==> config.mk <==
export PLATFORM = sky130hd
export DESIGN_NAME = ufbc_top
export DESIGN_NICKNAME = d
export VERILOG_FILES = /design/src/verilog/ufbc_pkg.sv /design/src/verilog/ufbc_baud_gen.sv /design/src/verilog/ufbc_top.sv
export SDC_FILE = /design/constraint.sdc
export NUM_CORES = 1
export LEC_CHECK = 0
export BUFFER_PORTS_ARGS = -buffer_cell sky130_fd_sc_hd__buf_4
export CAP_MARGIN = 10
export CORE_ASPECT_RATIO = 1.25
export CORE_MARGIN = 2
export CORE_UTILIZATION = 40
export CTS_CLUSTER_SIZE = 20
export DETAILED_ROUTE_END_ITERATION = 10
export PLACE_DENSITY_LB_ADDON = 0.15
export SLEW_MARGIN = 20
export SYNTH_ARGS = -nofsm -noshare
export SYNTH_HDL_FRONTEND = slang
export SYNTH_SLANG_ARGS = --single-unit
==> constraint.sdc <==
create_clock -name clk_i -period 4.4 [get_ports clk_i]
set_input_delay 0.44 -clock clk_i [delete_from_list [all_inputs] [get_ports clk_i]]
set_output_delay 0.44 -clock clk_i [all_outputs]
set_load 0.01 [all_outputs]
==> src/verilog/ufbc_pkg.sv <==
// ufbc_pkg: register map, field positions and reset values of the serial
// mode/baud block. assumes a 32-bit apb slave with word-aligned registers.
package ufbc_pkg;

  // ---------------------------------------------------------------
  // register byte addresses
  // ---------------------------------------------------------------
  localparam logic [11:0] UFBC_MODE_ADDR   = 12'h000;
  localparam logic [11:0] UFBC_DIV_ADDR    = 12'h004;
  localparam logic [11:0] UFBC_TXDATA_ADDR = 12'h008;
  localparam logic [11:0] UFBC_RXDATA_ADDR = 12'h00C;
  localparam logic [11:0] UFBC_STATUS_ADDR = 12'h010;

  // ---------------------------------------------------------------
  // serial_mode_control fields
  // ---------------------------------------------------------------
  localparam int UFBC_AUTO_BAUD_ENABLE_BIT  = 5;
  localparam int UFBC_RXINV_BIT  = 4;
  localparam int UFBC_HSPEED_BIT = 3;
  localparam int UFBC_PDS_LSB    = 1;
  localparam int UFBC_STOP_BIT   = 0;
  localparam logic [15:0] UFBC_MODE_RST = 16'h0000;
  localparam logic [15:0] UFBC_DIV_RST  = 16'h0000;

  // ---------------------------------------------------------------
  // format encodings and timing
  // ---------------------------------------------------------------
  localparam logic [1:0] UFBC_PDS_9N = 2'h3;
  localparam logic [1:0] UFBC_PDS_8O = 2'h2;
  localparam logic [1:0] UFBC_PDS_8E = 2'h1;
  localparam logic [1:0] UFBC_PDS_8N = 2'h0;
  localparam logic [4:0] UFBC_OVS_HS = 5'h04;
  localparam logic [4:0] UFBC_OVS_STD = 5'h10;
  localparam logic [7:0] UFBC_SYNC_CHAR = 8'h55;
  localparam int UFBC_SYNC_EDGES = 5;

endpackage

==> src/verilog/ufbc_baud_gen.sv <==
// ufbc_baud_gen: baud-rate generator, one-cycle tick every div+1 clocks.
// assumes a single clock; div is stable or changes between frames.
`timescale 1ns/1ns
`default_nettype none
module ufbc_baud_gen #(
  parameter int WIDTH = 16
) (
  // clock and reset
  input  wire logic             clk_i,
  input  wire logic             rst_n_i,
  // control
  input  wire logic [WIDTH-1:0] div_i,
  input  wire logic             restart_i,
  // tick out
  output logic                  tick_o
);

  logic [WIDTH-1:0] cnt_r;

  always_ff @(posedge clk_i)
  begin
    if (!rst_n_i || restart_i)
    begin
      cnt_r  <= '0;
      tick_o <= 1'b0;
    end
    else if (cnt_r >= div_i)
    begin
      cnt_r  <= '0;
      tick_o <= 1'b1;
    end
    else
    begin
      cnt_r  <= cnt_r + 1'b1;
      tick_o <= 1'b0;
    end
  end

endmodule
`default_nettype wire

==> src/verilog/ufbc_top.sv <==
// ufbc_top: serial port with mode register, frame formatter, receiver and
// auto-baud measurement. assumes apb master; serial lines synchronous to clk.
//
// The APB slave port and the register addresses are this design's own decisions.
`timescale 1ns/1ns
`default_nettype none
module ufbc_top
  import ufbc_pkg::*;
#(
  parameter int DIV_WIDTH = 16
) (
  // clock and reset
  input  wire logic        clk_i,
  input  wire logic        rst_n_i,
  // apb slave
  input  wire logic        psel_i,
  input  wire logic        penable_i,
  input  wire logic        pwrite_i,
  input  wire logic [11:0] paddr_i,
  input  wire logic [31:0] pwdata_i,
  output logic [31:0]      prdata_o,
  output logic             pready_o,
  output logic             pslverr_o,
  // serial lines
  input  wire logic        serial_receive_line_i,
  output logic             serial_transmit_line_o
);

  typedef enum logic [2:0] {
    UFBC_IDLE   = 3'b000,
    UFBC_START  = 3'b001,
    UFBC_DATA   = 3'b010,
    UFBC_PARITY = 3'b011,
    UFBC_STOP   = 3'b100
  } ufbc_state_type;

  // ---------------------------------------------------------------
  // registers and decode
  // ---------------------------------------------------------------
  logic [15:0]          mode_r;
  logic [DIV_WIDTH-1:0] div_r;
  logic [8:0]           rx_data_r;
  logic                 rx_full_r;
  logic                 rx_perr_r;
  logic [8:0]           tx_hold_r;
  logic                 tx_pend_r;
  logic                 tx_busy;
  logic                 wr_en;
  logic                 rd_en;
  logic                 auto_baud_enable_done;
  logic [DIV_WIDTH-1:0] auto_baud_enable_div;
  logic                 rx_done;
  logic                 ab_skip_r;

  function automatic logic [3:0] ufbc_nbits(input logic [1:0] pds);
    ufbc_nbits = (pds == UFBC_PDS_9N) ? 4'h9 : 4'h8;
  endfunction

  function automatic logic ufbc_has_par(input logic [1:0] pds);
    ufbc_has_par = (pds == UFBC_PDS_8O) || (pds == UFBC_PDS_8E);
  endfunction

  function automatic logic ufbc_par(input logic [8:0] d, input logic [1:0] pds);
    ufbc_par = ^d[7:0] ^ (pds == UFBC_PDS_8O);
  endfunction

  wire logic [1:0] pds     = mode_r[UFBC_PDS_LSB+1:UFBC_PDS_LSB];
  wire logic       idle_lv = ~mode_r[UFBC_RXINV_BIT];
  wire logic       rx_bit  = serial_receive_line_i ^ mode_r[UFBC_RXINV_BIT];
  wire logic [4:0] ovs     = mode_r[UFBC_HSPEED_BIT] ? UFBC_OVS_HS : UFBC_OVS_STD;

  // a write lands at the edge that completes the access, with pready high
  assign wr_en = psel_i && penable_i && pwrite_i && pready_o;
  assign rd_en = psel_i && penable_i && !pwrite_i && !pready_o;

  // one wait state: pready high in the second access cycle
  always_ff @(posedge clk_i)
  begin
    if (!rst_n_i)
      pready_o <= 1'b0;
    else
      pready_o <= psel_i && penable_i && !pready_o;
  end

  always_ff @(posedge clk_i)
  begin
    if (!rst_n_i)
      mode_r <= UFBC_MODE_RST;
    else if (wr_en && paddr_i == UFBC_MODE_ADDR)
      mode_r <= pwdata_i[15:0] & 16'h003F;
    else if (auto_baud_enable_done)
      mode_r[UFBC_AUTO_BAUD_ENABLE_BIT] <= 1'b0;
  end

  always_ff @(posedge clk_i)
  begin
    if (!rst_n_i)
      div_r <= UFBC_DIV_RST[DIV_WIDTH-1:0];
    else if (auto_baud_enable_done)
      div_r <= auto_baud_enable_div;
    else if (wr_en && paddr_i == UFBC_DIV_ADDR)
      div_r <= pwdata_i[DIV_WIDTH-1:0];
  end

  always_ff @(posedge clk_i)
  begin
    if (!rst_n_i)
    begin
      prdata_o  <= 32'h0000_0000;
      pslverr_o <= 1'b0;
    end
    else if (psel_i && penable_i && !pready_o)
    begin
      prdata_o  <= 32'h0000_0000;
      pslverr_o <= 1'b0;
      if (paddr_i == UFBC_MODE_ADDR)
        prdata_o <= {16'h0000, mode_r};
      else if (paddr_i == UFBC_DIV_ADDR)
        prdata_o[DIV_WIDTH-1:0] <= div_r;
      else if (paddr_i == UFBC_TXDATA_ADDR)
        prdata_o <= {23'h00_0000, tx_hold_r};
      else if (paddr_i == UFBC_RXDATA_ADDR)
        prdata_o <= {23'h00_0000, rx_data_r};
      else if (paddr_i == UFBC_STATUS_ADDR)
        prdata_o <= {28'h000_0000, rx_perr_r, rx_full_r, tx_pend_r, tx_busy};
      else
        pslverr_o <= 1'b1;
    end
  end

  // ---------------------------------------------------------------
  // baud generator shared by transmitter and receiver
  // ---------------------------------------------------------------
  logic tick;
  ufbc_baud_gen #(.WIDTH(DIV_WIDTH)) u_bgen (
    .clk_i     (clk_i),
    .rst_n_i   (rst_n_i),
    .div_i     (div_r),
    .restart_i (auto_baud_enable_done),
    .tick_o    (tick)
  );

  // ---------------------------------------------------------------
  // transmitter
  // ---------------------------------------------------------------
  ufbc_state_type tx_st_r;
  logic [4:0]     tx_ovs_r;
  logic [3:0]     tx_idx_r;
  logic [8:0]     tx_sh_r;
  logic           tx_stop2_r;
  wire  logic     tx_bit_end = tick && (tx_ovs_r == ovs - 5'h01);
  assign tx_busy = (tx_st_r != UFBC_IDLE);

  always_ff @(posedge clk_i)
  begin
    if (!rst_n_i)
    begin
      tx_hold_r <= 9'h000;
      tx_pend_r <= 1'b0;
    end
    else if (wr_en && paddr_i == UFBC_TXDATA_ADDR)
    begin
      tx_hold_r <= pwdata_i[8:0];
      tx_pend_r <= 1'b1;
    end
    else if (!tx_busy && tx_pend_r)
      tx_pend_r <= 1'b0;
  end

  always_ff @(posedge clk_i)
  begin
    if (!rst_n_i)
    begin
      tx_st_r                <= UFBC_IDLE;
      tx_ovs_r               <= 5'h00;
      tx_idx_r               <= 4'h0;
      tx_sh_r                <= 9'h000;
      tx_stop2_r             <= 1'b0;
      serial_transmit_line_o <= 1'b1;
    end
    else
    begin
      if (tick)
        tx_ovs_r <= tx_bit_end ? 5'h00 : tx_ovs_r + 5'h01;
      case (tx_st_r)
        UFBC_IDLE:
        begin
          serial_transmit_line_o <= idle_lv;
          tx_ovs_r <= 5'h00;
          if (tx_pend_r)
          begin
            tx_sh_r                <= tx_hold_r;
            tx_idx_r               <= 4'h0;
            tx_stop2_r             <= mode_r[UFBC_STOP_BIT];
            serial_transmit_line_o <= ~idle_lv;
            tx_st_r                <= UFBC_START;
          end
        end
        UFBC_START:
          if (tx_bit_end)
          begin
            serial_transmit_line_o <= tx_sh_r[0] ^ ~idle_lv;
            tx_st_r                <= UFBC_DATA;
          end
        UFBC_DATA:
          if (tx_bit_end)
          begin
            if (tx_idx_r == ufbc_nbits(pds) - 4'h1)
            begin
              if (ufbc_has_par(pds))
              begin
                serial_transmit_line_o <= ufbc_par(tx_sh_r, pds) ^ ~idle_lv;
                tx_st_r                <= UFBC_PARITY;
              end
              else
              begin
                serial_transmit_line_o <= idle_lv;
                tx_st_r                <= UFBC_STOP;
              end
            end
            else
            begin
              tx_idx_r               <= tx_idx_r + 4'h1;
              serial_transmit_line_o <= tx_sh_r[tx_idx_r + 4'h1] ^ ~idle_lv;
            end
          end
        UFBC_PARITY:
          if (tx_bit_end)
          begin
            serial_transmit_line_o <= idle_lv;
            tx_st_r                <= UFBC_STOP;
          end
        default:
          if (tx_bit_end)
          begin
            if (tx_stop2_r)
              tx_stop2_r <= 1'b0;
            else
              tx_st_r <= UFBC_IDLE;
          end
      endcase
    end
  end

  // ---------------------------------------------------------------
  // receiver, samples mid-bit; rx_bit is 1 at idle after polarity fix
  // ---------------------------------------------------------------
  ufbc_state_type rx_st_r;
  logic [4:0]     rx_ovs_r;
  logic [3:0]     rx_idx_r;
  logic [8:0]     rx_sh_r;
  logic           rx_pbit_r;
  wire  logic     rx_mid = tick && (rx_ovs_r == (ovs >> 1));
  wire  logic     rx_end = tick && (rx_ovs_r == ovs - 5'h01);

  always_ff @(posedge clk_i)
  begin
    if (!rst_n_i)
    begin
      rx_st_r   <= UFBC_IDLE;
      rx_ovs_r  <= 5'h00;
      rx_idx_r  <= 4'h0;
      rx_sh_r   <= 9'h000;
      rx_pbit_r <= 1'b0;
    end
    else
    begin
      if (tick)
        rx_ovs_r <= rx_end ? 5'h00 : rx_ovs_r + 5'h01;
      case (rx_st_r)
        UFBC_IDLE:
        begin
          rx_ovs_r <= 5'h00;
          // auto-baud owns the line while it measures
          if (!rx_bit && !mode_r[UFBC_AUTO_BAUD_ENABLE_BIT] && !ab_skip_r)
          begin
            rx_idx_r <= 4'h0;
            rx_sh_r  <= 9'h000;
            rx_st_r  <= UFBC_START;
          end
        end
        UFBC_START:
          if (rx_mid && rx_bit)
            rx_st_r <= UFBC_IDLE;
          else if (rx_end)
            rx_st_r <= UFBC_DATA;
        UFBC_DATA:
        begin
          if (rx_mid)
            rx_sh_r[rx_idx_r] <= rx_bit;
          if (rx_end)
          begin
            rx_idx_r <= rx_idx_r + 4'h1;
            if (rx_idx_r == ufbc_nbits(pds) - 4'h1)
              rx_st_r <= ufbc_has_par(pds) ? UFBC_PARITY : UFBC_STOP;
          end
        end
        UFBC_PARITY:
        begin
          if (rx_mid)
            rx_pbit_r <= rx_bit;
          if (rx_end)
            rx_st_r <= UFBC_STOP;
        end
        default:
          if (rx_mid)
            rx_st_r <= UFBC_IDLE;
      endcase
    end
  end

  assign rx_done = (rx_st_r == UFBC_STOP) && rx_mid;

  // reading the data register frees it; a new frame wins over that clear
  always_ff @(posedge clk_i)
  begin
    if (!rst_n_i)
    begin
      rx_data_r <= 9'h000;
      rx_full_r <= 1'b0;
      rx_perr_r <= 1'b0;
    end
    else if (rx_done)
    begin
      rx_data_r <= rx_sh_r;
      rx_full_r <= 1'b1;
      rx_perr_r <= ufbc_has_par(pds) && (rx_pbit_r != ufbc_par(rx_sh_r, pds));
    end
    else if (rd_en && paddr_i == UFBC_RXDATA_ADDR)
      rx_full_r <= 1'b0;
  end

  // ---------------------------------------------------------------
  // auto-baud: 55h gives five falling edges, start to bit 7, eight bits
  // ---------------------------------------------------------------
  logic [2:0]           ab_edges_r;
  logic [DIV_WIDTH+4:0] ab_cnt_r;
  logic                 rx_prev_r;
  wire  logic           rx_fall = rx_prev_r && !rx_bit;
  wire  logic [DIV_WIDTH+4:0] ab_q = mode_r[UFBC_HSPEED_BIT] ? (ab_cnt_r >> 5) : (ab_cnt_r >> 7);

  assign auto_baud_enable_done = mode_r[UFBC_AUTO_BAUD_ENABLE_BIT] && rx_fall
                      && (ab_edges_r == 3'(UFBC_SYNC_EDGES - 1));
  assign auto_baud_enable_div  = (ab_q[DIV_WIDTH-1:0] == '0) ? '0 : ab_q[DIV_WIDTH-1:0] - 1'b1;

  always_ff @(posedge clk_i)
  begin
    if (!rst_n_i)
    begin
      rx_prev_r  <= 1'b1;
      ab_edges_r <= 3'h0;
      ab_cnt_r   <= '0;
      ab_skip_r  <= 1'b0;
    end
    else
    begin
      rx_prev_r <= rx_bit;
      // the tail of the sync character must not reach the receiver
      if (auto_baud_enable_done)
        ab_skip_r <= 1'b1;
      else if (rx_bit)
        ab_skip_r <= 1'b0;
      if (!mode_r[UFBC_AUTO_BAUD_ENABLE_BIT] || auto_baud_enable_done)
      begin
        ab_edges_r <= 3'h0;
        ab_cnt_r   <= '0;
      end
      else if (rx_fall && ab_edges_r == 3'h0)
      begin
        // the first edge's cycle counts, so eight bits give an exact multiple
        ab_edges_r <= 3'h1;
        ab_cnt_r   <= {{(DIV_WIDTH+4){1'b0}}, 1'b1};
      end
      else if (ab_edges_r != 3'h0)
      begin
        ab_cnt_r <= ab_cnt_r + 1'b1;
        if (rx_fall)
          ab_edges_r <= ab_edges_r + 3'h1;
      end
    end
  end

endmodule
`default_nettype wire
==> results.cfg, run 1 <==
[drt]
drc_errors = 0
first_iter_violations = 376
routed_via_density = 5.25
wl_per_cell_um = 15.5
dr.pass1.iters = 4
drt_wl_total_mm = 19.9
vias = 6726
drtAntennaViolNets = 0

[timing]
min_period_over_period_pct = 69.7
finalSetupViolCount = 0
whs_ps = 280
finalCriticalPeriod_ps = 3070
skew_ps = 12.0
finalWorstSetupSlack_ps = 1330
slew_headroom_pct = 34.4
max_freq_ghz = 0.326
finalHoldViolCount = 0
tightest_slew_ps = 983
tns_ps = 0
maxSlewViolCount = 0
rsz0062_at_grt = no

[cts]
hold_buffers = 0
clkTransAtPathRegs_ps = 60
clock_sinks = 149
clockBufferDepth = 2
htree_levels = 4
cts_setup_buffers = 0
cts-resized-gates = 0
numCtsBuffers = 17
insertion_delay_ps = 430
cts-root-buf = clkbuf_16
cts_tree = yes

[logic_synthesis]
synth_area_um2 = 8110
synthCells = 978
synth_cell_types = 77
synthArstFlopShare_pct = 0
ys_warn_count = 0
seq_area_frac_synth_pct = 36.8
synth-main-ff-cell = dfxtp_1
syn_area_per_cell_um2 = 8.30
synth-edff-count = 0
yosys_register_bits = 149

[worst_setup_path]
path_class = reg2reg
worstSetupEndpointType = flop
arrival_ps = 3390
crit_path_max_fanout = 36
cp-start-kind = flop
crit_required_ps = 4720

[floorplanning]
die_h_um = 163
fp-row-count = 58
io_pins = 85
core_area_um2 = 20000
die_w_um = 131
start_util_pct = 40.5
fp.dieArea_um2 = 21400

[final_layout]
seqCellArea_um2 = 2980
drive_gt1_share_pct = 11.3
final_nets = 1077
multi_input_area_um2 = 4720
final_cell_area_um2 = 9230
syn2layout_area_growth_pct = 13.8
fill_cells = 2015
antennaDiodeCount = 0

[place]
placed_cell_area_um2 = 8620
gp_congestion = 0.783
pre_cts_ws_ps = 1330
hpwl_mm = 14.3
io_buffer_count = 52

[pwr]
powerDensity_nw_per_um2 = 323
p_leak_nw = 3.44
power.switching_mw = 0.671
irDropWorstVdd_mv = 0.289
combPwrFrac_pct = 3.9
pwr-share-clk_pct = 50.4
internal_power_mw = 2.31
p_seq_share_pct = 45.7
swShare_pct = 22.5

[grt]
grt_max_degree = 54
grt_overflow = 0
antenna_found_initial = 0
grt_pass1_wl_mm = 32.8
grt_pass1_vias = 6491
grt_use_total_pct = 18.9

[outcome]
outcome = complete, no violations

[job]
cap_viol_max_count = 0

[min_path]
min_path_type = in2reg
layout by cell type (no fill, tap or decap), types with 17 or more instances in the layout:
| master | count |
|---|---|
| ha_1 | 30 |
| inv_1 | 28 |
| nor2_1 | 145 |
| a21oi_1 | 68 |
| mux2i_1 | 51 |
| dfxtp_1 | 149 |
| nor3_1 | 22 |
| buf_4 | 61 |
| o21ai_0 | 27 |
| clkbuf_16 | 17 |
| xor2_1 | 37 |
| xnor2_1 | 32 |
| nand3_1 | 24 |
| nand2_1 | 79 |
worst max-delay path, stage by stage, from the launching register on:
cell      delay [ps]
dfxtp_1          330
buf_4            340
o21ai_0          260
inv_1            100
ha_1             170
o21ai_1          190
or3_1            530
or4_1            540
nand2_2          240
a211oi_1          80
o21a_1           180
path summary, 6_finish.rpt:
path	start	endpoint	slack, ps	depth (start not counted)
max	mode_r[3]	div_r[9]	1330	10
max reg2reg	mode_r[3]	div_r[9]	1330	10
min reg2reg	prdata_o[5]	prdata_o[5]	450	2
min	pwdata_i[15]	div_r[15]	280	3
flip-flops by register name (all words and copies together) (netlist names), 4 cells and up:
name and count:
ab_cnt_r 21, div_r 16, prdata_o 16, u_bgen.cnt_r 16, rx_data_r 9, rx_sh_r 9, tx_hold_r 9, tx_sh_r 9
mode_r 6, rx_ovs_r 5, tx_ovs_r 5, rx_idx_r 4, tx_idx_r 4
power groups by stage:
stage | sequential (mW) | clock, mW | combinational, mW
floorplan | 1.39 | 0 | 0.0828
global placement | 1.39 | 0 | 0.116
detailed placement | 1.39 | 0 | 0.116
CTS | 1.36 | 1.53 | 0.116
global route | 1.36 | 1.58 | 0.129
finish | 1.36 | 1.50 | 0.116
final cells by class:
cell class	count	share of cell area [%]
clock buffers	22	5.35
clock inverters	10	1.30
inverters	31	1.26
flip-flops and latches	149	32.3
repair buffers	61	4.96
multi-input cells	737	51.1
well taps	270	3.66
stage by stage:
step / util [%] / power, mW / cells
after detailed placement: 43.0 / 1.51 / 1248
after CTS: 46.1 / 3.01 / 1280
after global routing: 46.1 / 3.07 / 1280
final: 46.1 / 2.98 / 1280
after global placement: 43.0 / 1.51 / 1248
after floorplan: - / 1.47 / 993
cell families (layout without fill, tap and decap cells):
logic type	after synthesis	count (layout)	share of synthesized area [%]
other	1	16	0.0462
buffers and inverters	107	124	5.80
muxes	59	59	7.82
and+or+nand+nor	370	370	21.8
xor gates and xnor gates	70	70	7.73
DFF	149	149	36.8
adders and majority gates	30	30	4.63
AOI/OAI and AO/OA	192	192	15.4
per-layer routing:
metal | vias to the layer above | track usage [%] | routed length, µm | part of all wire, %
li1 | 3440 | - | - | -
met1 | 3186 | 22.9 | 9040 | 46
met2 | 90 | 34.8 | 10200 | 51
met3 | 10 | 2.61 | 499 | 2.5
met4 | 0 | 5.58 | 159 | 0.80
met5 | - | 0 | 0 | 0
cell usage after synthesis (5+ instances only):
cell,instances,share of area [%]
and3_1,6,0.46
buf_4,17,1.6
nor3_1,22,1.4
a21o_1,7,0.65
o21ai_0,27,1.7
nand3b_1,10,0.93
nor2_1,145,6.7
nand4_1,16,1.2
ha_1,30,4.6
inv_1,28,1.3
clkbuf_1,49,2.3
xnor2_1,32,3.5
nor4_1,7,0.54
or2_2,5,0.39
o22a_1,9,0.97
nor3b_1,7,0.65
nand3_1,24,1.5
nand2_1,79,3.7
dfxtp_1,149,37
a21oi_1,68,4.2
mux2i_1,51,6.3
a211oi_1,5,0.46
or3_1,12,0.93
a22oi_1,12,1.1
o21ai_1,8,0.49
o211ai_1,5,0.46
a311oi_1,10,1.1
xor2_1,37,4.0
nand2b_1,10,0.77
o21a_1,5,0.46
buf_1,6,0.28
Note: power is estimated with default switching activity, not from simulation.
==> inputs of run 2 (changes only) <==
Clock period 4.4 ns to 2.6 ns, I/O delays scaled along.
==> results.cfg, run 2 (same netlist as run 1, synthesis figures left out) <==
[pwr]
power.switching_mw = 1.19
irDropWorstVdd_mv = 0.492
internal_power_mw = 4.01
p_seq_share_pct = 44.3
powerDensity_nw_per_um2 = 542
pwr-share-clk_pct = 51.6
power_mw = 5.19
p_leak_nw = 3.65
combPwrFrac_pct = 4.1
swShare_pct = 22.9

[worst_setup_path]
crit_required_ps = 2920
worstSetupPathDepth = 8
crit-reg2reg-launch = mode_r[3]
worst_r2r_endpoint = div_r[9]
arrival_ps = 2740
critPathCapture = div_r[9]
startpoint = mode_r[3]
crit_path_max_fanout = 15
crit_chain = mux2i_1 -> ha_2 -> o21ai_4 -> or3_4 -> or4_4 -> nand2_4 -> a211oi_1 -> o21a_1
max_stage_delay_ps = 480
r2r_slack_ps = 190
cpMaxStageDelayCell = or4_4
crit_buf_inv = 0
cp-start-kind = flop
cp_top_family = simple AND/OR/NAND/NOR gates
path_class = reg2reg
worstSetupEndpointType = flop
reg2reg_depth = 8

[place]
io_buffer_count = 52
placed_cell_area_um2 = 8910
gp_congestion = 0.816
hpwl_mm = 15.4
pre_cts_ws_ps = 15.3

[cts]
cts-root-buf = clkbuf_16
insertion_delay_ps = 430
clockBufferDepth = 2
htree_levels = 4
numCtsBuffers = 17
clock_sinks = 149
cts_tree = yes
cts_setup_buffers = 0
clkTransAtPathRegs_ps = 70

[timing]
tightest_slew_ps = 605
rsz0062_at_grt = no
finalWorstSetupSlack_ps = 188
finalSetupViolCount = 0
maxSlewViolCount = 0
max_freq_ghz = 0.415
slew_headroom_pct = 59.5
min_period_over_period_pct = 92.8
finalCriticalPeriod_ps = 2410
skew_ps = 9.41
whs_ps = 95.1
finalHoldViolCount = 0

[drt]
routed_via_density = 5.22
drtAntennaViolNets = 0
dr.pass1.iters = 4
wl_per_cell_um = 15.7
first_iter_violations = 326
drc_errors = 0
drt_wl_total_mm = 20.6
vias = 6865

[final_layout]
utilization_pct = 47.8
drive_gt1_share_pct = 14.9
regMostFlops = ab_cnt_r
final_cell_area_um2 = 9570
final_common_cell = dfxtp_1
syn2layout_area_growth_pct = 18.0
final_cell_mix = dfxtp_1, nor2_1, buf_4
largest_reg_flops = 21
final_nets = 1111
antennaDiodeCount = 0

[outcome]
outcome = complete, no violations

[floorplanning]
core_area_um2 = 20000
fp-row-count = 58
io_pins = 85
die_w_um = 131
die_h_um = 163
start_util_pct = 40.5
fp.dieArea_um2 = 21400

[grt]
grt_use_total_pct = 19.3
antenna_found_initial = 0
grt_pass1_wl_mm = 33.3
grt_overflow = 0
grt_max_degree = 69
grt_pass1_vias = 6473

[job]
cap_viol_max_count = 0

[min_path]
min_path_type = in2reg
-- run 2: cell types whose count changed in the layout (fill, tap and decap cells not counted), sizes merged --
cell      before  now
buf           61   95
bufinv         2    4
clkbuf        22   17
clkinv         6    4
clkinvlp       2    1
inv           31   37
-- run 2: cell type report --
cell class                 count  area [µm²]
clock buffer                  17         425
clock inverter                15         214
fill                        2045       10500
inverter                      31         116
multi-input combinational    737        4770
sequential                   149        2990
tap                          270         338
timing repair buffer          95         726
-- run 2: how the worst min path moves through the flow --
stage	from	end	slack (ps)	cells past startpoint
2_1_floorplan	pwdata_i[5]	mode_r[5]	400	2
3_3_place_gp	prdata_o[5]	prdata_o[5]	440	2
3_5_place_dp	prdata_o[5]	prdata_o[5]	450	2
4_1_cts	pwdata_i[7]	tx_hold_r[7]	80	3
5_1_grt	pwdata_i[7]	tx_hold_r[7]	90	3
6_report	pwdata_i[7]	tx_hold_r[7]	100	3
-- run 2: power groups by stage --
stage | Combinational, mW | Sequential [mW] | Clock (mW)
CTS | 0.215 | 2.30 | 2.74
floorplan | 0.140 | 2.35 | 0
detailed placement | 0.215 | 2.35 | 0
global route | 0.234 | 2.30 | 2.84
finish | 0.214 | 2.30 | 2.68
global placement | 0.215 | 2.35 | 0
-- run 2: what timing repair did --
action / CTS / global route
setup endpoints to repair: 0 / 31
hold buffers: 0 / 0
gates resized for setup: 0 / 5
-- run 2: metal layers --
metal	global-route usage (%)	share of wire (%)	up-vias
li1	-	-	3498
met1	23.0	44	3266
met2	35.5	53	82
met3	3.79	2.7	19
met4	5.39	1.1	0
met5	0	0	-
-- run 2: tightest hold or removal path, cell delays in order --
cell     delay [ps]
buf_4            90
mux2i_1          60
nor2_1           70
-- run 2: through the flow --
step / instances / setup TNS, ps
floorplan: 993 / -705
detailed placement: 1282 / 0
global placement: 1282 / 0
CTS: 1314 / 0
global route: 1314 / 0
finish: 1314 / 0
